===== src/pkg/serial_pkg.sv =====
// Package with register map, field positions, reset values and timing for the serial block
package serial_pkg;
   // ****************************************
   // Register byte offsets on the APB bus
   // ****************************************
   localparam logic [7:0] OFF_FORMAT = 8'h00;
   localparam logic [7:0] OFF_RATE = 8'h04;
   localparam logic [7:0] OFF_CONTROL = 8'h08;
   localparam logic [7:0] OFF_TXDATA = 8'h0c;
   localparam logic [7:0] OFF_STATUS = 8'h10;
   localparam logic [7:0] OFF_RXDATA = 8'h14;
   localparam logic [7:0] OFF_PORTCTL = 8'h18;
   localparam logic [7:0] OFF_PORTDAT = 8'h1c;

   // ****************************************
   // Reset values
   // ****************************************
   localparam logic [7:0] STATUS_RESET = 8'h84;
   localparam logic [15:0] PORTCTL_RESET = 16'ha888;
   localparam logic [7:0] RATE_RESET = 8'hff;

   // ****************************************
   // Status bit positions
   // ****************************************
   localparam int ST_TX_HOLDING_EMPTY = 7;
   localparam int ST_RX_HOLDING_FULL = 6;
   localparam int ST_OVR = 5;
   localparam int ST_FRM = 4;
   localparam int ST_PAR = 3;
   localparam int ST_TX_FINISHED = 2;
   localparam int ST_MPB = 1;
   localparam int ST_TX_MULTIPROC_BIT = 0;

   // ****************************************
   // Control, format and port bit positions
   // ****************************************
   localparam int CT_TE = 5;
   localparam int CT_RE = 4;
   localparam int CT_CLOCK_SOURCE_EXTERNAL = 1;
   localparam int CT_CLOCK_PIN_OUTPUT = 0;
   localparam int FM_SYNC = 7;
   localparam int FM_CHR7 = 6;
   localparam int FM_PE = 5;
   localparam int FM_ODD = 4;
   localparam int FM_STOP2 = 3;
   localparam int FM_MP = 2;
   localparam int PC_CLK_OUT = 2;
   localparam int PC_BRK_OUT = 0;
   localparam int PD_CLK = 1;
   localparam int PD_BRK = 0;

   // ****************************************
   // Timing: external async clock is 16x bit rate
   // ****************************************
   localparam logic [3:0] OVERSAMPLE_LAST = 4'hf;
   localparam logic [3:0] OVERSAMPLE_MID = 4'h7;

   // Bus request carrier
   typedef struct packed {
      logic sel;
      logic enable;
      logic write;
      logic [7:0] addr;
      logic [31:0] wdata;
   } apb_req_t;

   typedef enum logic [3:0] {
      TX_IDLE = 4'b0001,
      TX_START = 4'b0010,
      TX_BITS = 4'b0100,
      TX_STOP = 4'b1000
   } tx_state_t;

   typedef enum logic [3:0] {
      RX_IDLE = 4'b0001,
      RX_START = 4'b0010,
      RX_BITS = 4'b0100,
      RX_STOP = 4'b1000
   } rx_state_t;
endpackage : serial_pkg


===== src/core/serial_status_and_port_control.sv =====
// Serial interface core: status flags, shifters, clock select and port pin control
`timescale 1ns/1ps
`default_nettype none

// Overview of operation
// - Internal clock with clock output in async mode drives bit-rate clock on pin.
// - Status register resets to 0x84.
// - Error and receive-full flags clear only by zero write after reading one.
// - Transmit-end and received multiprocessor bits are read-only.
// - Transmit-empty sets on reset, transmitter off, or holding-to-shift move.
// - Transmit-empty clears by read-one-write-zero or holding register write.
// - Receive-full sets when an error-free character moves to holding register.
// - Overrun or receiver off leave holding data and receive-full unchanged.
// - New character while receive-full sets overrun and is discarded.
// - Error flags stop reception; in sync mode also block transmission.
// - Framing error when first stop bit is zero, second never checked.
// - Framing or parity error still copies data but leaves receive-full clear.
// - Parity error when ones count plus parity mismatches even or odd.
// - Receiver off keeps overrun, framing and parity flags.
// - Transmit-end sets on reset, transmitter off, or empty at last bit.
// - Transmit-end clears with the read-one-write-zero of transmit-empty.
// - Multiprocessor format captures received multiprocessor bit, kept when receiver off.
// - Bit 0 supplies the transmitted multiprocessor bit in async multiprocessor format.
// - Clock pin output select drives clock port value onto the pin unless external clock or async clock output is selected.
// - With clock pin output select off, clock pin level is readable through the clock port value bit.
// - Both clock enables zero in async uses internal clock, pin ignored.
// - Break select with transmitter off drives break value onto transmit pin.
// - With receiver on, receive pin level reads through break value bit.
module serial_status_and_port_control
   import serial_pkg::*;
(
   input wire logic clk_in,
   input wire logic rst_in,
   input wire logic standby_in,
   input wire logic psel_in,
   input wire logic penable_in,
   input wire logic pwrite_in,
   input wire logic [7:0] paddr_in,
   input wire logic [31:0] pwdata_in,
   output logic [31:0] prdata_out,
   output logic pready_out,
   output logic pslverr_out,
   output logic txd_out,
   input wire logic rxd_in,
   input wire logic sck_in,
   output logic sck_out,
   output logic sck_oe_out
);
   // ****************************************
   // Bus decode
   // ****************************************
   apb_req_t req;
   logic clr_all, acc, wr, rd, hit;
   assign req = '{sel: psel_in, enable: penable_in, write: pwrite_in, addr: paddr_in,
                  wdata: pwdata_in};
   assign clr_all = rst_in | standby_in;
   assign acc = req.sel & req.enable;
   assign wr = acc & req.write;
   assign rd = acc & ~req.write;
   assign hit = (req.addr[1:0] == 2'b00) && (req.addr <= OFF_PORTDAT);
   assign pready_out = 1'b1;
   assign pslverr_out = acc & ~hit;

   logic [7:0] format_reg, rate_reg, control_reg, txhold_reg, rx_holding_reg;
   logic [7:0] status_reg, seen_reg;
   logic [31:0] rd_data_reg;
   logic [15:0] portctl_reg;
   logic clk_port_reg, brk_port_reg;
   logic wr_status, wr_txhold, rd_status;
   assign wr_status = wr && req.addr == OFF_STATUS;
   assign wr_txhold = wr && req.addr == OFF_TXDATA;
   assign rd_status = rd && req.addr == OFF_STATUS;

   // Plain configuration registers; all of them also clear with standby
   always_ff @(posedge clk_in) begin
      if (clr_all) begin
         format_reg <= 8'h00;
         rate_reg <= RATE_RESET;
         control_reg <= 8'h00;
         portctl_reg <= PORTCTL_RESET;
         clk_port_reg <= 1'b0;
         brk_port_reg <= 1'b0;
      end else if (wr) begin
         if (req.addr == OFF_FORMAT) format_reg <= req.wdata[7:0];
         if (req.addr == OFF_RATE) rate_reg <= req.wdata[7:0];
         if (req.addr == OFF_CONTROL) control_reg <= req.wdata[7:0];
         if (req.addr == OFF_PORTCTL) portctl_reg <= req.wdata[15:0];
         if (req.addr == OFF_PORTDAT) begin
            clk_port_reg <= req.wdata[PD_CLK];
            brk_port_reg <= req.wdata[PD_BRK];
         end
      end
   end

   always_ff @(posedge clk_in) begin
      if (clr_all) txhold_reg <= 8'h00;
      else if (wr_txhold) txhold_reg <= req.wdata[7:0];
   end

   // ****************************************
   // Mode decode
   // ****************************************
   logic te, re, sync_mode, ext_clk, async_mp, use_par, err_any;
   assign te = control_reg[CT_TE];
   assign re = control_reg[CT_RE];
   assign sync_mode = format_reg[FM_SYNC];
   assign ext_clk = control_reg[CT_CLOCK_SOURCE_EXTERNAL];
   assign async_mp = ~sync_mode & format_reg[FM_MP];
   assign use_par = ~sync_mode & ~format_reg[FM_MP] & format_reg[FM_PE];
   assign err_any = status_reg[ST_OVR] | status_reg[ST_FRM] | status_reg[ST_PAR];

   // ****************************************
   // Pin synchronisers
   // ****************************************
   logic rxd_s1, rxd_s2, sck_s1, sck_s2, sck_d;
   always_ff @(posedge clk_in) begin
      rxd_s1 <= rxd_in;
      rxd_s2 <= rxd_s1;
      sck_s1 <= sck_in;
      sck_s2 <= sck_s1;
      sck_d <= sck_s2;
   end

   // ****************************************
   // Clock generation: oversample tick (16 per bit)
   // ****************************************
   // Internal divider gives one tick per (rate+1) cycles; external uses pin rise
   logic [7:0] div_reg;
   logic int_tick, ext_tick, os_tick;
   assign int_tick = (div_reg == rate_reg);
   assign ext_tick = sck_s2 & ~sck_d;
   // Pin edges count only with external clock selected
   assign os_tick = ext_clk ? ext_tick : int_tick;
   always_ff @(posedge clk_in) begin
      if (clr_all || int_tick) div_reg <= 8'h00;
      else div_reg <= div_reg + 8'h01;
   end

   // Free-running bit phase for the transmitter and the clock output
   logic [3:0] txph_reg;
   logic bit_tick;
   assign bit_tick = os_tick && txph_reg == OVERSAMPLE_LAST;
   always_ff @(posedge clk_in) begin
      if (clr_all) txph_reg <= 4'h0;
      else if (os_tick) txph_reg <= txph_reg + 4'h1;
   end

   // ****************************************
   // Transmitter
   // ****************************************
   tx_state_t tx_state;
   logic [8:0] tx_shift_reg;
   logic [3:0] tx_cnt_reg;
   logic [3:0] tx_len;
   logic tx_serial_reg, tx_load, tx_last, tx_block;
   assign tx_len = 4'h8 - {3'b000, format_reg[FM_CHR7]} + {3'b000, async_mp | use_par};
   // Sync mode transmission waits while any receive error stands
   assign tx_block = sync_mode & err_any;
   assign tx_load = bit_tick && tx_state == TX_IDLE && te && ~status_reg[ST_TX_HOLDING_EMPTY] && ~tx_block;
   assign tx_last = bit_tick && tx_state == TX_STOP &&
                    (tx_cnt_reg == {3'b000, format_reg[FM_STOP2]} || sync_mode);

   always_ff @(posedge clk_in) begin
      if (clr_all || !te) begin
         tx_state <= TX_IDLE;
         tx_serial_reg <= 1'b1;
         tx_shift_reg <= 9'h000;
         tx_cnt_reg <= 4'h0;
      end else if (bit_tick) begin
         case (tx_state)
            TX_IDLE: begin
               tx_serial_reg <= 1'b1;
               if (tx_load) begin
                  tx_shift_reg <= {1'b0, txhold_reg};
                  // Bit after the character: multiprocessor flag or computed parity
                  if (async_mp) tx_shift_reg[tx_len - 4'h1] <= status_reg[ST_TX_MULTIPROC_BIT];
                  else if (use_par) tx_shift_reg[tx_len - 4'h1] <=
                     ^(txhold_reg & (format_reg[FM_CHR7] ? 8'h7f : 8'hff)) ^ format_reg[FM_ODD];
                  tx_state <= sync_mode ? TX_BITS : TX_START;
                  tx_cnt_reg <= 4'h0;
               end
            end
            TX_START: begin
               tx_serial_reg <= 1'b0;
               tx_state <= TX_BITS;
            end
            TX_BITS: begin
               tx_serial_reg <= tx_shift_reg[0];
               tx_shift_reg <= {1'b0, tx_shift_reg[8:1]};
               tx_cnt_reg <= tx_cnt_reg + 4'h1;
               if (tx_cnt_reg == tx_len - 4'h1) begin
                  tx_state <= TX_STOP;
                  tx_cnt_reg <= 4'h0;
               end
            end
            TX_STOP: begin
               tx_serial_reg <= 1'b1;
               tx_cnt_reg <= tx_cnt_reg + 4'h1;
               if (tx_last) tx_state <= TX_IDLE;
            end
            default: tx_state <= TX_IDLE;
         endcase
      end
   end

   // ****************************************
   // Receiver (async, samples mid-bit)
   // ****************************************
   rx_state_t rx_state;
   logic [3:0] rxph_reg, rx_cnt_reg;
   logic [8:0] rx_shift_reg;
   logic rx_mid, rx_done, rx_frm, rx_par, rx_mpb;
   assign rx_mid = os_tick && rxph_reg == OVERSAMPLE_MID;
   always_ff @(posedge clk_in) begin
      if (clr_all || !re || err_any) begin
         rx_state <= RX_IDLE;
         rxph_reg <= 4'h0;
         rx_cnt_reg <= 4'h0;
         rx_shift_reg <= 9'h000;
      end else if (os_tick) begin
         rxph_reg <= rxph_reg + 4'h1;
         case (rx_state)
            RX_IDLE: if (!rxd_s2) begin
               rx_state <= RX_START;
               rxph_reg <= 4'h0;
            end
            RX_START: if (rx_mid) rx_state <= rxd_s2 ? RX_IDLE : RX_BITS;
            RX_BITS: if (rx_mid) begin
               rx_shift_reg <= {rxd_s2, rx_shift_reg[8:1]};
               rx_cnt_reg <= rx_cnt_reg + 4'h1;
               if (rx_cnt_reg == tx_len - 4'h1) rx_state <= RX_STOP;
            end
            RX_STOP: if (rx_mid) begin
               rx_state <= RX_IDLE;
               rx_cnt_reg <= 4'h0;
            end
            default: rx_state <= RX_IDLE;
         endcase
      end
   end

   // Completed frame and its checks; second stop bit is treated as idle
   logic [8:0] rx_aligned;
   logic [7:0] rx_char;
   assign rx_done = rx_mid && rx_state == RX_STOP && re && ~err_any;
   assign rx_aligned = rx_shift_reg >> (4'h9 - tx_len);
   assign rx_char = format_reg[FM_CHR7] ? {1'b0, rx_aligned[6:0]} : rx_aligned[7:0];
   assign rx_frm = ~rxd_s2;
   assign rx_par = use_par && ((^rx_aligned[tx_len - 4'h1 -: 1] ^ ^rx_char) !=
                   format_reg[FM_ODD]);
   assign rx_mpb = rx_aligned[tx_len - 4'h1];

   // Holding register: overrun keeps old data; errors still copy data
   always_ff @(posedge clk_in) begin
      if (clr_all) rx_holding_reg <= 8'h00;
      else if (rx_done && !status_reg[ST_RX_HOLDING_FULL]) rx_holding_reg <= rx_char;
   end

   // ****************************************
   // Status flags
   // ****************************************
   // Remember flags read as one; a zero write clears only those
   always_ff @(posedge clk_in) begin
      if (clr_all) seen_reg <= 8'h00;
      else if (rd_status) seen_reg <= rd_data_reg[7:0];
      else if (wr_status) seen_reg <= 8'h00;
   end

   logic [7:0] sw_clr, hw_set, st_next;
   logic new_good;
   assign sw_clr = wr_status ? (seen_reg & ~req.wdata[7:0] & 8'hf8) : 8'h00;
   assign new_good = rx_done & ~status_reg[ST_RX_HOLDING_FULL] & ~rx_frm & ~rx_par;
   assign hw_set[ST_TX_HOLDING_EMPTY] = tx_load | ~te;
   assign hw_set[ST_RX_HOLDING_FULL] = new_good;
   assign hw_set[ST_OVR] = rx_done & status_reg[ST_RX_HOLDING_FULL];
   assign hw_set[ST_FRM] = rx_done & ~status_reg[ST_RX_HOLDING_FULL] & rx_frm;
   assign hw_set[ST_PAR] = rx_done & ~status_reg[ST_RX_HOLDING_FULL] & rx_par;
   assign hw_set[ST_TX_FINISHED] = ~te | (tx_last & status_reg[ST_TX_HOLDING_EMPTY]);
   assign hw_set[1:0] = 2'b00;

   // Set wins over clear; transmit-end follows the transmit-empty clear
   always_comb begin
      st_next = (status_reg & ~sw_clr) | hw_set;
      if (wr_txhold && !hw_set[ST_TX_HOLDING_EMPTY]) st_next[ST_TX_HOLDING_EMPTY] = 1'b0;
      if (sw_clr[ST_TX_HOLDING_EMPTY] && !hw_set[ST_TX_FINISHED]) st_next[ST_TX_FINISHED] = 1'b0;
      if (tx_load) st_next[ST_TX_FINISHED] = 1'b0;
      st_next[ST_MPB] = (rx_done && async_mp) ? rx_mpb : status_reg[ST_MPB];
      st_next[ST_TX_MULTIPROC_BIT] = wr_status ? req.wdata[ST_TX_MULTIPROC_BIT] : status_reg[ST_TX_MULTIPROC_BIT];
   end

   always_ff @(posedge clk_in) begin
      if (clr_all) status_reg <= STATUS_RESET;
      else status_reg <= st_next;
   end

   // ****************************************
   // Pins and port readback
   // ****************************************
   logic clk_drive, clk_level, brk_drive, pd_clk_rd, pd_brk_rd;
   // Clock output: bit-rate square wave from the bit phase
   assign clk_level = ~txph_reg[3];
   assign clk_drive = ~sync_mode & ~ext_clk & control_reg[CT_CLOCK_PIN_OUTPUT];
   assign brk_drive = portctl_reg[PC_BRK_OUT] & ~te;
   assign pd_clk_rd = portctl_reg[PC_CLK_OUT] ? clk_port_reg : sck_s2;
   assign pd_brk_rd = re ? rxd_s2 : brk_port_reg;

   always_ff @(posedge clk_in) begin
      if (rst_in) begin
         txd_out <= 1'b1;
         sck_out <= 1'b0;
         sck_oe_out <= 1'b0;
      end else begin
         txd_out <= brk_drive ? brk_port_reg : tx_serial_reg;
         // Port override only when the serial clock functions are off
         sck_oe_out <= clk_drive | (portctl_reg[PC_CLK_OUT] & ~ext_clk);
         sck_out <= clk_drive ? clk_level : clk_port_reg;
      end
   end

   // Read multiplexer; unmapped reads return zero with slave error
   logic [31:0] rd_mux;
   always_comb begin
      rd_mux = 32'h0000_0000;
      case (req.addr)
         OFF_FORMAT: rd_mux[7:0] = format_reg;
         OFF_RATE: rd_mux[7:0] = rate_reg;
         OFF_CONTROL: rd_mux[7:0] = control_reg;
         OFF_TXDATA: rd_mux[7:0] = txhold_reg;
         OFF_STATUS: rd_mux[7:0] = status_reg;
         OFF_RXDATA: rd_mux[7:0] = rx_holding_reg;
         OFF_PORTCTL: rd_mux[15:0] = portctl_reg;
         OFF_PORTDAT: rd_mux[1:0] = {pd_clk_rd, pd_brk_rd};
         default: rd_mux = 32'h0000_0000;
      endcase
   end
   // Read word captured in the setup cycle: the bus sees a flop, still no wait state,
   // and the flags remembered for clearing are exactly the ones software was shown
   logic rd_setup;
   assign rd_setup = req.sel & ~req.enable & ~req.write;
   always_ff @(posedge clk_in) begin
      if (rst_in) rd_data_reg <= 32'h0000_0000;
      else rd_data_reg <= rd_setup ? rd_mux : 32'h0000_0000;
   end
   assign prdata_out = rd_data_reg;
endmodule : serial_status_and_port_control
`default_nettype wire


===== config.mk =====
export PLATFORM = sky130hd
export DESIGN_NAME = serial_status_and_port_control
export DESIGN_NICKNAME = d
export VERILOG_FILES = /design/src/pkg/serial_pkg.sv /design/src/core/serial_status_and_port_control.sv
export SDC_FILE = /design/constraint.sdc
export NUM_CORES = 1
export LEC_CHECK = 0
export BUFFER_PORTS_ARGS = -buffer_cell sky130_fd_sc_hd__buf_2
export CAP_MARGIN = 20
export CORE_ASPECT_RATIO = 1.5
export CORE_MARGIN = 1
export CORE_UTILIZATION = 50
export DETAILED_ROUTE_END_ITERATION = 6
export GPL_TIMING_DRIVEN = 0
export PLACE_DENSITY = 0.67
export SLEW_MARGIN = 20
export SYNTH_ARGS = -nofsm -noshare
export SYNTH_HDL_FRONTEND = slang
export SYNTH_SLANG_ARGS = --single-unit

===== constraint.sdc =====
create_clock -name clk_in -period 4.7 [get_ports clk_in]
set_clock_uncertainty 0.05 [all_clocks]
set_input_delay 0.705 -clock clk_in [delete_from_list [all_inputs] [get_ports clk_in]]
set_output_delay 0.705 -clock clk_in [all_outputs]
set_load 0.02 [all_outputs]

==> results_dict.tcl <==
set metrics [dict create \
    status "complete, no violations" \
    num_vias 6502 \
    use_met1 0.302 \
    fmax_mhz 315 \
    path_class "flop to flop" \
    clkSlewWorstSetupHoldPaths_ps 60 \
    seq_power_share 0.453 \
    p_sw_w 0.000614 \
    port_buffers 49 \
    postSynthCellCount 862 \
    clock_sinks 146 \
    row_count 53 \
    place_congestion 0.947 \
    rr_startpoint "format_reg[7]" \
    cts_resized 0 \
    ys_ff_latch 146 \
    synthArstFlopShare 0 \
    worstMarginPinSlew_ps 979 \
    met2_usage 0.504 \
    placed_area_sq_mm 0.00772 \
    setup-violations-final 0 \
    final_common_cell "dfxtp_1" \
    dr.pass1.iters 5 \
    required_ps 4960 \
    core_area_sq_mm 0.0140 \
    grt_overflow 0 \
    met3_usage 0.0512 \
    synthFlopType "dfxtp_1" \
    layout_common_cells "dfxtp_1, nand2_1, a21oi_1" \
    rrSetupSlack_ps 1520 \
    clockBufferDepth 2 \
    grt_max_degree 17 \
    synth_seq_area_share 0.407 \
    h-tree-depth 4 \
    hpwlAfterDp_um 15100 \
    cts-root-buf "clkbuf_16" \
    synth_area_sq_mm 0.00718 \
    cts_setup_buffers 0 \
    reg2reg_depth 9 \
    synth-edff-count 0 \
    rsz0062_at_grt "no" \
    pwr-share-clk 0.512 \
    nNetsFinal 1002 \
    grt_pass1_wl_um 31900 \
    r2r_end "status_reg[6]" \
    crit_path_start_kind "flop" \
    min_period_ps 3180 \
    synth.avg_cell_area_sq_um 8.32 \
    path_max_fanout 10 \
    grt_util_all_layers 0.282 \
    stdcell_area_sq_mm 0.00832 \
    slew_viol_final 0 \
    top_usage_layer "met2" \
    pin_count 85 \
    antenna_found_initial 0 \
    clock_latency_ps 430 \
    crit_end "status_reg[6]" \
    period_share 0.676 \
    ys_types 67 \
    drtAntennaViolNets 0 \
    hold-worst-slack_ps 276 \
    drc_errors 0 \
    drt_wl_total_um 20100 \
    postCtsHoldBufs 0 \
    max-slew-margin-rel 0.341 \
    final_hold_viol_count 0 \
    die_area_sq_mm 0.0148 \
    p_int_w 0.00213 \
    nFillCells 1288 \
    vias_per_cell 5.66 \
    cp.arrival_ps 3440 \
    cp-end-kind "flop" \
    diodes 0 \
    p_leak_nw 3.09 \
    start_util 0.513 \
    cts_tree "yes" \
    hold_path.class "flop to flop" \
    drive_gt1_frac 0.137 \
    cap_violations 0 \
    cts_buffers 17 \
    cellPowerDensity_mw_per_mm2 330 \
    tns_ps 0 \
    p_comb_frac 0.035 \
    swShare 0.224 \
    syn2layout_area_growth_pct 16.0 \
    die_h_um 149 \
    wl_per_cell_um 17.5 \
    ir_drop_mv 0.190 \
    ys_warn_count 0 \
    first_iter_violations 405 \
    crit_start "format_reg[7]" \
    grt_pass1_vias 6168 \
    die_w_um 99.8 \
]
==> power by group through the flow <==
stage | Clock, W | Sequential [W] | Combinational [W]
2_1_floorplan | 0 | 0.00127 | 0.0000540
3_3_place_gp | 0 | 0.00127 | 0.0000936
3_5_place_dp | 0 | 0.00127 | 0.0000935
4_1_cts | 0.00142 | 0.00124 | 0.0000937
5_1_grt | 0.00147 | 0.00124 | 0.000101
6_report | 0.00140 | 0.00124 | 0.0000955
==> final cells by class <==
cell class / count / area (sq um) / share of cell area
multi-input combinational: 655 / 3940 / 0.474
timing repair buffer: 49 / 245 / 0.0295
sequential: 146 / 2920 / 0.351
buffer: 63 / 318 / 0.0382
tap: 192 / 240 / 0.0289
clock buffer: 19 / 453 / 0.0544
clock inverter: 12 / 154 / 0.0185
inverter: 13 / 48.8 / 0.00586
==> how the worst min path moves through the flow <==
stage | start | endpoint | slack (ps) | cells past startpoint
final | rxd_s1 | rxd_s2 | 280 | 0
after global routing | rxd_s1 | rxd_s2 | 290 | 0
after CTS | rxd_s1 | rxd_s2 | 280 | 0
after detailed placement | rxd_s1 | rxd_s2 | 260 | 0
after floorplan | rxd_s1 | rxd_s2 | 260 | 0
after global placement | rxd_s1 | rxd_s2 | 260 | 0
==> synth_stat cells, drive strengths merged, types with 3 or more instances <==
cell type / instances / area (sq um)
nand2: 121 / 454
nor2b: 7 / 43.8
nand4: 4 / 25.0
and2: 12 / 75.1
o211ai: 4 / 30.0
clkbuf: 35 / 133
or4: 3 / 26.3
mux2i: 36 / 360
inv: 13 / 48.8
nor3: 17 / 100
o21a: 3 / 22.5
a32oi: 4 / 35.0
or2: 3 / 18.8
o21ai: 40 / 200
nor3b: 11 / 82.6
a31oi: 9 / 56.3
a22o: 3 / 26.3
nor4: 10 / 96.4
buf: 28 / 185
a22oi: 13 / 97.6
ha: 9 / 113
nor2: 71 / 267
nor4b: 6 / 65.1
o21bai: 3 / 22.5
and3: 6 / 37.5
mux2: 3 / 33.8
nand3b: 5 / 37.5
o311ai: 3 / 26.3
xor2: 20 / 175
dfxtp: 146 / 2920
xnor2: 18 / 158
nand2b: 5 / 31.3
a21oi: 89 / 445
or3: 7 / 43.8
xnor3: 3 / 67.6
nand3: 56 / 285
o31ai: 5 / 37.5
==> cells by family (layout without fill, tap and decap cells) <==
logic type	Yosys count	count (layout)	share of synthesized area
and+or+nand+nor	352	352	0.246
AOI/OAI and AO/OA	195	195	0.162
DFF	146	146	0.407
buffers and inverters	76	156	0.0511
xor gates and xnor gates	41	41	0.0558
muxes	41	41	0.0612
adders and majority gates	9	9	0.0157
other	2	17	0.00105
==> stage by stage <==
step	instances	setup slack, ps	util	power (W)
2_1_floorplan	877	2000	-	0.00132
3_3_place_gp	1118	1480	0.552	0.00136
3_5_place_dp	1118	1480	0.552	0.00136
4_1_cts	1149	1520	0.595	0.00275
5_1_grt	1149	1340	0.595	0.00282
6_report	1149	1520	0.595	0.00274
==> routing by layer <==
metal  vias to the layer above  wire (um)
li1                       3190          -
met1                      3012       7550
met2                       232      10400
met3                        68       1050
met4                         0       1130
met5                         -          0
==> worst max-delay path, cell delays in order (launching register included) <==
cell     delay (ps)
dfxtp_1         560
nor2_1          190
ha_1            310
buf_4           190
mux4_2          570
nor2_1          110
a21oi_1          50
o22ai_1         220
xnor3_1         480
o311a_1         310
(Power assumes the default switching activity.)
